**src/rtl/rtcth_pkg.sv**
```systemverilog
// Constants, types and helpers shared by the time-of-day counter block.
package rtcth_pkg;

	// ==========================================================
	// Timing
	localparam int unsigned CLK_HZ       = 40_000_000;
	localparam int unsigned SEC_TIME_MS  = 1000;
	localparam int unsigned BUSY_TIME_MS = 4;
	localparam int unsigned SEC_CYCLES   = SEC_TIME_MS * (CLK_HZ / 1000);
	localparam int unsigned BUSY_CYCLES  = BUSY_TIME_MS * (CLK_HZ / 1000);
	localparam int          SEC_W        = 26;
	localparam int          BUSY_W       = 18;

	// ==========================================================
	// Register map
	localparam int          APB_AW    = 17;
	localparam logic [15:0] IDX_CTRL0 = 16'h5142;
	localparam logic [15:0] IDX_CTRL1 = 16'h5143;
	localparam logic [15:0] IDX_SEC   = 16'h5144;
	localparam logic [15:0] IDX_MIN   = 16'h5145;
	localparam logic [15:0] IDX_HOUR  = 16'h5146;
	localparam int SRST_BIT = 0;
	localparam int FMT_BIT  = 4;
	localparam int HOLD_BIT = 0;
	localparam int BUSY_BIT = 1;
	localparam int SNAP_BIT = 2;
	localparam int WR_SEC   = 0;
	localparam int WR_MIN   = 1;
	localparam int WR_HOUR  = 2;
	localparam logic [6:0] TIME_RST = 7'h00;

	// ==========================================================
	// Digit limits
	localparam logic [3:0] UNITS_LAST = 4'h9;
	localparam logic [3:0] TENS_LAST  = 4'h5;
	localparam logic [5:0] HOUR24_TOP = 6'h23;
	localparam logic [5:0] HOUR12_TOP = 6'h11;

	typedef enum logic [2:0] {
		SEL_NONE  = 3'h0,
		SEL_CTRL0 = 3'h1,
		SEL_CTRL1 = 3'h2,
		SEL_SEC   = 3'h3,
		SEL_MIN   = 3'h4,
		SEL_HOUR  = 3'h5
	} rtcth_sel_e;

	typedef enum logic [1:0] {
		CARRY_IDLE = 2'h1,
		CARRY_BUSY = 2'h2
	} rtcth_carry_e;

	// Byte address of a register word: four times its index.
	function automatic logic [APB_AW-1:0] rtcth_addr(logic [15:0] idx);
		return {idx[14:0], 2'h0};
	endfunction

	// BCD digit step; bit 4 of the result is the carry out.
	function automatic logic [4:0] rtcth_bcd_inc(logic [3:0] d,
		logic [3:0] last);
		if (d >= last) begin
			return 5'h10;
		end
		return {1'b0, d + 4'h1};
	endfunction

endpackage

```
**src/rtl/rtcth_time_if.sv**
```systemverilog
// Interface between the control logic and the time counter chain.
`timescale 1ns/1ps
interface rtcth_time_if;
	logic       inc;
	logic [2:0] wr;
	logic [7:0] wdata;
	logic       fmt24;
	logic [6:0] sec;
	logic [6:0] min;
	logic [6:0] hour;
	modport ctrl (output inc, wr, wdata, fmt24, input sec, min, hour);
	modport keep (input inc, wr, wdata, fmt24, output sec, min, hour);
endinterface

```
**src/rtl/rtcth_keep.sv**
```systemverilog
// BCD seconds, minutes and hours counter chain with 12/24-hour handling.
`timescale 1ns/1ps
module rtcth_keep
	import rtcth_pkg::*;
(
	// Clock and reset.
	input  wire logic pclk,
	input  wire logic presetn,
	// Counter access.
	rtcth_time_if.keep tif
);

	typedef struct packed {
		logic [6:0] sec;
		logic [6:0] min;
		logic       pm;
		logic [5:0] hour;
	} rtcth_keep_s;

	rtcth_keep_s r, next_r;
	logic        cy;
	logic [4:0]  t;

	// ==========================================================
	// Counter chain
	always_comb begin
		next_r = r;
		cy = tif.inc;
		t = rtcth_bcd_inc(r.sec[3:0], UNITS_LAST);
		if (cy) next_r.sec[3:0] = t[3:0];
		cy = cy & t[4];
		t = rtcth_bcd_inc({1'b0, r.sec[6:4]}, TENS_LAST);
		if (cy) next_r.sec[6:4] = t[2:0];
		cy = cy & t[4];
		t = rtcth_bcd_inc(r.min[3:0], UNITS_LAST);
		if (cy) next_r.min[3:0] = t[3:0];
		cy = cy & t[4];
		t = rtcth_bcd_inc({1'b0, r.min[6:4]}, TENS_LAST);
		if (cy) next_r.min[6:4] = t[2:0];
		cy = cy & t[4];
		t = rtcth_bcd_inc(r.hour[3:0], UNITS_LAST);
		if (cy) begin
			if (r.hour == (tif.fmt24 ? HOUR24_TOP : HOUR12_TOP)) begin
				next_r.hour = 6'h00;
				next_r.pm = tif.fmt24 ? 1'b0 : ~r.pm;
			end else begin
				next_r.hour[3:0] = t[3:0];
				next_r.hour[5:4] = r.hour[5:4] + {1'b0, t[4]};
				if (tif.fmt24) next_r.pm = 1'b0;
			end
		end
		// A counter write wins over a step in the same cycle.
		if (tif.wr[WR_SEC]) next_r.sec = tif.wdata[6:0];
		if (tif.wr[WR_MIN]) next_r.min = tif.wdata[6:0];
		if (tif.wr[WR_HOUR]) {next_r.pm, next_r.hour} = tif.wdata[6:0];
	end

	always_ff @(posedge pclk or negedge presetn) begin
		if (!presetn) begin
			r <= {TIME_RST, TIME_RST, TIME_RST};
		end else begin
			r <= next_r;
		end
	end

	assign tif.sec = r.sec;
	assign tif.min = r.min;
	assign tif.hour = {r.pm, r.hour};

endmodule

```
**src/rtl/rtcth_tick.sv**
```systemverilog
// Sub-second divider that issues a one-cycle pulse once per second.
`timescale 1ns/1ps
module rtcth_tick
	import rtcth_pkg::*;
#(
	parameter int unsigned PERIOD = SEC_CYCLES
) (
	// Clock and reset.
	input  wire logic pclk,
	input  wire logic presetn,
	// Divider control.
	input  wire logic clr,
	output logic      tick
);

	typedef struct packed {
		logic [SEC_W-1:0] cnt;
		logic             tick;
	} rtcth_tick_s;

	rtcth_tick_s r, next_r;

	// ==========================================================
	// Divider
	// The divider ignores the counter hold so the second keeps its phase.
	always_comb begin
		next_r = r;
		next_r.tick = 1'b0;
		if (clr) begin
			next_r.cnt = '0;
		end else if (r.cnt == SEC_W'(PERIOD - 1)) begin
			next_r.cnt = '0;
			next_r.tick = 1'b1;
		end else begin
			next_r.cnt = r.cnt + SEC_W'(1);
		end
	end

	always_ff @(posedge pclk or negedge presetn) begin
		if (!presetn) begin
			r <= '0;
		end else begin
			r <= next_r;
		end
	end

	assign tick = r.tick;

endmodule

```
**src/rtl/rtcth_top.sv**
```systemverilog
// Time-of-day counters with hold, busy flag and read snapshot on APB.
//
// Chosen here: the APB slave port.
`timescale 1ns/1ps
module rtcth_top
	import rtcth_pkg::*;
#(
	parameter int unsigned SEC_PERIOD  = SEC_CYCLES,
	parameter int unsigned BUSY_PERIOD = BUSY_CYCLES
) (
	// Clock and reset.
	input  wire logic              pclk,
	input  wire logic              presetn,
	// APB request.
	input  wire logic              psel,
	input  wire logic              penable,
	input  wire logic              pwrite,
	input  wire logic [APB_AW-1:0] paddr,
	input  wire logic [31:0]       pwdata,
	// APB answer.
	output logic [31:0]            prdata,
	output logic                   pready,
	output logic                   pslverr
);

	typedef struct packed {
		logic [31:0]       prdata;
		logic              pready;
		logic              pslverr;
		logic              srst;
		logic              fmt24;
		logic              snap_en;
		logic              hold;
		logic              pend;
		rtcth_carry_e      carry;
		logic [BUSY_W-1:0] busy_cnt;
		logic              inc;
		logic [2:0]        wr;
		logic [7:0]        wdata;
		logic [6:0]        buf_sec;
		logic [6:0]        buf_min;
		logic [6:0]        buf_hour;
	} rtcth_ctl_s;

	rtcth_ctl_s   r;
	rtcth_ctl_s   next_r;
	rtcth_sel_e   sel;
	logic         tick;
	logic         busy;
	logic         start;
	logic         acc_wr;
	logic         setup;
	logic [7:0]   rbyte;

	rtcth_time_if tif ();

	// ==========================================================
	// Address decode
	// Only whole-word addresses match; anything else is answered with
	// an error and reads as zero.
	function automatic rtcth_sel_e rtcth_decode(logic [APB_AW-1:0] a);
		if (a == rtcth_addr(IDX_CTRL0)) begin
			return SEL_CTRL0;
		end else if (a == rtcth_addr(IDX_CTRL1)) begin
			return SEL_CTRL1;
		end else if (a == rtcth_addr(IDX_SEC)) begin
			return SEL_SEC;
		end else if (a == rtcth_addr(IDX_MIN)) begin
			return SEL_MIN;
		end else if (a == rtcth_addr(IDX_HOUR)) begin
			return SEL_HOUR;
		end
		return SEL_NONE;
	endfunction

	assign sel = rtcth_decode(paddr);
	assign busy = (r.carry == CARRY_BUSY);
	assign setup = psel && !penable;
	assign acc_wr = psel && penable && r.pready && pwrite;

	// ==========================================================
	// Submodules
	rtcth_tick #(
		.PERIOD (SEC_PERIOD)
	) u_tick (
		.pclk    (pclk),
		.presetn (presetn),
		.clr     (r.srst),
		.tick    (tick)
	);

	rtcth_keep u_keep (
		.pclk    (pclk),
		.presetn (presetn),
		.tif     (tif.keep)
	);

	assign tif.inc = r.inc;
	assign tif.wr = r.wr;
	assign tif.wdata = r.wdata;
	assign tif.fmt24 = r.fmt24;

	// ==========================================================
	// Read data
	// Reserved bits are tied to zero here rather than stored.
	always_comb begin
		rbyte = 8'h00;
		if (sel == SEL_CTRL0) begin
			rbyte[SRST_BIT] = r.srst;
			rbyte[FMT_BIT] = r.fmt24;
		end else if (sel == SEL_CTRL1) begin
			rbyte[SNAP_BIT] = r.snap_en;
			rbyte[BUSY_BIT] = busy;
			rbyte[HOLD_BIT] = r.hold;
		end else if (sel == SEL_SEC) begin
			rbyte[6:0] = r.snap_en ? r.buf_sec : tif.sec;
		end else if (sel == SEL_MIN) begin
			rbyte[6:0] = r.snap_en ? r.buf_min : tif.min;
		end else if (sel == SEL_HOUR) begin
			rbyte[6:0] = r.snap_en ? r.buf_hour : tif.hour;
		end
	end

	// ==========================================================
	// Control
	always_comb begin
		next_r = r;
		start = 1'b0;
		next_r.inc = 1'b0;
		next_r.wr = 3'h0;
		next_r.pready = 1'b0;
		next_r.pslverr = 1'b0;

		// Busy window countdown after each carry.
		case (r.carry)
			CARRY_BUSY: begin
				if (r.busy_cnt == '0) begin
					next_r.carry = CARRY_IDLE;
				end else begin
					next_r.busy_cnt = r.busy_cnt - BUSY_W'(1);
				end
			end
			default: begin
				next_r.carry = CARRY_IDLE;
			end
		endcase

		// The second tick is swallowed while held; only one is remembered.
		if (tick && !r.srst) begin
			if (r.hold) begin
				next_r.pend = 1'b1;
			end else begin
				start = 1'b1;
			end
		end

		// Setup phase: the answer is registered and shown in the access phase.
		if (setup) begin
			next_r.pready = 1'b1;
			next_r.pslverr = (sel == SEL_NONE);
			next_r.prdata = {24'h000000, rbyte};
		end

		// Access phase: a control write takes effect at the completing edge, a counter write one edge later.
		if (acc_wr) begin
			if (sel == SEL_CTRL0) begin
				next_r.srst = pwdata[SRST_BIT];
				next_r.fmt24 = pwdata[FMT_BIT];
			end else if (sel == SEL_CTRL1) begin
				if (pwdata[SNAP_BIT] && !r.snap_en) begin
					next_r.buf_sec = tif.sec;
					next_r.buf_min = tif.min;
					next_r.buf_hour = tif.hour;
				end
				next_r.snap_en = pwdata[SNAP_BIT];
				if (pwdata[HOLD_BIT]) begin
					// A hold request racing a carry loses to it.
					if (!busy && !start) begin
						next_r.hold = 1'b1;
					end
				end else if (r.hold) begin
					next_r.hold = 1'b0;
					if (r.pend || tick) begin
						start = 1'b1;
					end
					next_r.pend = 1'b0;
				end
			end else if (sel == SEL_SEC) begin
				next_r.wr[WR_SEC] = 1'b1;
				next_r.wdata = pwdata[7:0];
			end else if (sel == SEL_MIN) begin
				next_r.wr[WR_MIN] = 1'b1;
				next_r.wdata = pwdata[7:0];
			end else if (sel == SEL_HOUR) begin
				next_r.wr[WR_HOUR] = 1'b1;
				next_r.wdata = pwdata[7:0];
			end
		end

		// Every carry, including a catch-up one, opens a busy window.
		if (start) begin
			next_r.inc = 1'b1;
			next_r.carry = CARRY_BUSY;
			next_r.busy_cnt = BUSY_W'(BUSY_PERIOD - 1);
		end

		// Soft reset holds the control bits at their reset values but
		// leaves the time counters alone.
		if (next_r.srst) begin
			next_r.snap_en = 1'b0;
			next_r.hold = 1'b0;
			next_r.pend = 1'b0;
			next_r.fmt24 = 1'b0;
			next_r.carry = CARRY_IDLE;
			next_r.busy_cnt = '0;
			next_r.inc = 1'b0;
		end
	end

	always_ff @(posedge pclk or negedge presetn) begin
		if (!presetn) begin
			r <= '0;
			r.carry <= CARRY_IDLE;
		end else begin
			r <= next_r;
		end
	end

	assign prdata = r.prdata;
	assign pready = r.pready;
	assign pslverr = r.pslverr;

	logic hold_req;
	logic rel_req;
	assign hold_req = acc_wr && sel == SEL_CTRL1 && pwdata[HOLD_BIT];
	assign rel_req = acc_wr && sel == SEL_CTRL1 && !pwdata[HOLD_BIT];
endmodule

```
**config.mk**
```make
export PLATFORM = sky130hd
export DESIGN_NAME = rtcth_top
export DESIGN_NICKNAME = d
export VERILOG_FILES = /design/src/rtl/rtcth_pkg.sv /design/src/rtl/rtcth_time_if.sv /design/src/rtl/rtcth_keep.sv /design/src/rtl/rtcth_tick.sv /design/src/rtl/rtcth_top.sv
export SDC_FILE = /design/constraint.sdc
export NUM_CORES = 1
export LEC_CHECK = 0
export ABC_CLOCK_PERIOD_IN_PS = 2620
export BUFFER_PORTS_ARGS = -buffer_cell sky130_fd_sc_hd__buf_2
export CORE_MARGIN = 2
export CORE_UTILIZATION = 25
export CTS_BUF_LIST = sky130_fd_sc_hd__clkbuf_8
export DETAILED_ROUTE_END_ITERATION = 8
export GPL_ROUTABILITY_DRIVEN = 0
export PLACE_DENSITY = 0.41
export RECOVER_POWER = 50
export REMOVE_ABC_BUFFERS = 1
export SETUP_SLACK_MARGIN = 0.05
export SLEW_MARGIN = 20
export SYNTH_ARGS = -nofsm -noshare
export SYNTH_HDL_FRONTEND = slang
export SYNTH_SLANG_ARGS = --single-unit
```
**constraint.sdc**
```tcl
create_clock -name pclk -period 2.62 [get_ports pclk]
set_clock_uncertainty 0.1 [all_clocks]
set_input_delay 0.524 -clock pclk [delete_from_list [all_inputs] [get_ports pclk]]
set_output_delay 0.524 -clock pclk [all_outputs]
set_load 0.01 [all_outputs]
```
==> metrics.md <==
| Metric | Value |
|---|---|
| Worst-Skew Late Latency | 430 ps |
| Crit-path cells | inv_1 > ha_1 > or3b_2 > nand4_1 > nor3_2 > buf_4 > nor3_1 > a221o_1 |
| Cells after Synth | 628 |
| Logic gate share of total power | 6.7% |
| NumNets Final | 753 |
| CP Launch Type | flip-flop |
| Top-count cell post-synth | dfrtp_1 |
| Vias | 4772 |
| Starting density of the core | 25.3% |
| Via density | 4.65 |
| Placeable Area | 0.0250 mm² |
| Row Count | 58 |
| Post-synth EDFFs | 0 |
| Final TNS setup | 0 ps |
| Buffers on Ports | 37 |
| Max-Cap Viols | 0 |
| Max IR drop VDD | 0.252 mV |
| Cts bufs inserted | 17 |
| Synth top cells by count | dfrtp_1, nor2_1, nand2_1 |
| Die X | 163 µm |
| Worst hold path type | input pin to flip-flop |
| # setup viols final | 0 |
| Most used DFF post-synth | dfrtp_1 |
| Die height | 163 µm |
| CTS tree | done |
| Final hold slack | 221 ps |
| First drt pass iteration count | 4 |
| Clock root buffer | clkbuf_8 |
| Max Root-Sink Buffers | 2 |
| DRC | 0 |
| Drt first-iter violations | 283 |
| Largest net degree at the start of global routing | 39 |
| Relative slew margins | 32.5% |
| F_max | 422 MHz |
| Leak pwr | 3.07 nW |
| Least-Margin Pin Slew | 1010 ps |
| Cell family with most CP delay | simple AND/OR/NAND/NOR gates |
| Fillers | 2638 |
| HPWL Detailed | 11100 µm |
| Power per cell area | 535 mW/mm² |
| Htree depth | 4 |
| Netlist area before placement | 0.00632 mm² |
| Crit. End Element | flip-flop |
| Initial antenna violation count | 1 |
| Avg WL per Cell | 15.0 µm |
| Die area | 0.0266 mm² |
| Crit Path Category | flip-flop to flip-flop |
| Final hold violation count | 0 |
| WP data required | 2830 ps |
| Sw frac | 24.0% |
| Yosys Warn Count | 0 |
| Wirelength, routed | 15400 µm |
| GRT Util Overall | 12.2% |
| Critical-path cell with the highest stage delay | nor3_2 |
| Top cell type's share of synthesized area | 44.7% |
| Asr flop ratio synth | 100% |
| Switching pwr | 0.938 mW |
| Max incr delay on CP | 470 ps |
| Clk sink count | 114 |
| Status | finished clean |
| GRT Residual Overflow | 0 |
| Synth Register Bits | 114 |
| Crit path DAT | 2580 ps |
| Boundary Pins | 88 |
| Syn-to-layout area delta | 15.5% |
| Clock power frac | 45.2% |
| Internal | 2.97 mW |
| Ranking of synthesized cells by area | dfrtp_1, mux2_2, buf_4 |
| RSZ-0062 raised after global routing | no |
| Period utilization | 90.4% |
| Reg power frac | 48.1% |
| Number of global-route vias before repair | 4836 |
| Wire length of the first global-routing pass | 25600 µm |
| Post-synthesis sequential area ratio | 45.1% |
| Post-DRT Antenna Nets | 0 |
| Clock slew at reported path FFs | 70 ps |
| Post-layout min period | 2370 ps |
| Fin. max-slew vios | 0 |
| Worst Path Max Fanout | 7 |
| Post-synth top area cell | dfrtp_1 |
| Syn_area_per_cell | 10.1 µm² |
| Buf/Inv on CP | 2 |
| Distinct cell type count after synthesis | 65 |
| Share of layout cells above drive strength 1 | 20.7% |
| Setup bufs post-CTS | 0 |
-- final cells by class --
cell class,count,area (µm²),share of cell area [%]
antenna,1,2.50,0.0343
clock buffer,18,248,3.39
clock inverter,13,169,2.31
inverter,25,93.8,1.28
multi-input combinational,458,3120,42.7
sequential,114,2850,39.1
tap,330,413,5.65
timing repair buffer,67,409,5.60
-- logic make-up (layout without fill, tap and decap cells) --
| logic type | count (synthesis) | after routing | share of synthesized area (%) |
|---|---|---|---|
| AO/OA/AOI/OAI | 95 | 95 | 10.0 |
| XOR/XNOR | 36 | 36 | 4.99 |
| adder cells (fa/ha/maj) | 16 | 16 | 3.17 |
| buffers and inverters | 80 | 123 | 7.02 |
| flip-flops | 114 | 114 | 45.1 |
| multiplexers | 52 | 52 | 9.71 |
| other | 1 | 26 | 0.0593 |
| AND/OR/NAND/NOR | 234 | 234 | 19.9 |
-- registers in the layout, summed over array words and instances (netlist names), 3 cells and up --
name / count
tif.wr: 3
r: 45
tif.wdata: 7
prdata: 7
u_keep.tif.sec: 7
u_keep.tif.min: 7
u_keep.tif.hour: 7
u_tick.r: 26
-- worst register-to-register path: cells and delay by family, from the launching register on --
kind                       cells  cell delay (ps)
and+or+nand+nor                4              900
AOI/OAI and AO/OA              1              270
adders and majority gates      1              200
buffers and inverters          2              340
DFF                            1              450
-- timing repair --
item | CTS | global route
resized for setup | 0 | 0
hold buffers | 1 | 0
hold endpoints to repair | 35 | 0
-- power by group through the flow --
stage / combinational [mW] / sequential [mW] / clock, mW
after floorplan: 0.145 / 1.91 / 0
after global placement: 0.269 / 1.91 / 0
after detailed placement: 0.272 / 1.91 / 0
after CTS: 0.274 / 1.88 / 1.83
after global routing: 0.305 / 1.89 / 1.92
final: 0.261 / 1.88 / 1.77
-- final timing paths --
kind	from	endpoint	slack (ps)	depth (start not counted)
setup reg to reg	u_keep.tif.sec[0]$_DFFE_PN0P_	u_keep.tif.hour[1]$_DFFE_PN0P_	250	8
min in group asynchronous	presetn	tif.wdata[6]$_DFFE_PN0P_	690	2
setup / recovery	u_keep.tif.sec[0]$_DFFE_PN0P_	u_keep.tif.hour[1]$_DFFE_PN0P_	250	8
max in group asynchronous	presetn	r[18]$_DFFE_PN0P_	480	3
hold / removal	pwdata[1]	tif.wdata[1]$_DFFE_PN0P_	220	2
hold reg to reg	prdata[6]$_DFFE_PN0P_	prdata[6]$_DFFE_PN0P_	390	2
-- layer usage --
layer  part of all wire, %  up-vias  global-route usage, %
li1                      -     2309                      -
met3                   3.0        8                   3.33
met2                    50       76                   20.6
met1                    47     2379                   15.5
met4                  0.58        0                   3.26
met5                     0        -                      0
-- per-stage QoR --
stage	setup slack [ps]	cell area [µm²]	utilization, %	instances	power [mW]
final	253	7310	29.2	1026	3.91
after global routing	89.1	7300	29.2	1025	4.11
after CTS	234	7330	29.3	1025	3.99
after detailed placement	-76.7	6910	27.6	993	2.19
after global placement	-38.1	6910	27.6	993	2.18
after floorplan	-240	6060	-	597	2.05
-- placed cells by master, fill, tap and decap left out, types with 6 or more instances in the layout --
master    instances
dfrtp_1         113
nor2_1           61
nand2_1          39
mux2_2           35
buf_2            33
inv_1            26
nor3_1           26
conb_1           25
o21ai_0          23
buf_4            23
xnor2_1          20
clkbuf_8         18
nand3_1          16
xor2_1           16
ha_1             16
a21oi_1          15
nor4_1           14
nand4_1          13
mux2i_1          13
a31oi_1          12
and3_1            9
nand2b_1          7
nor3b_1           7
o211ai_1          7
and2_1            6
o31ai_1           6
Note: power is estimated with default switching activity, not from simulation.
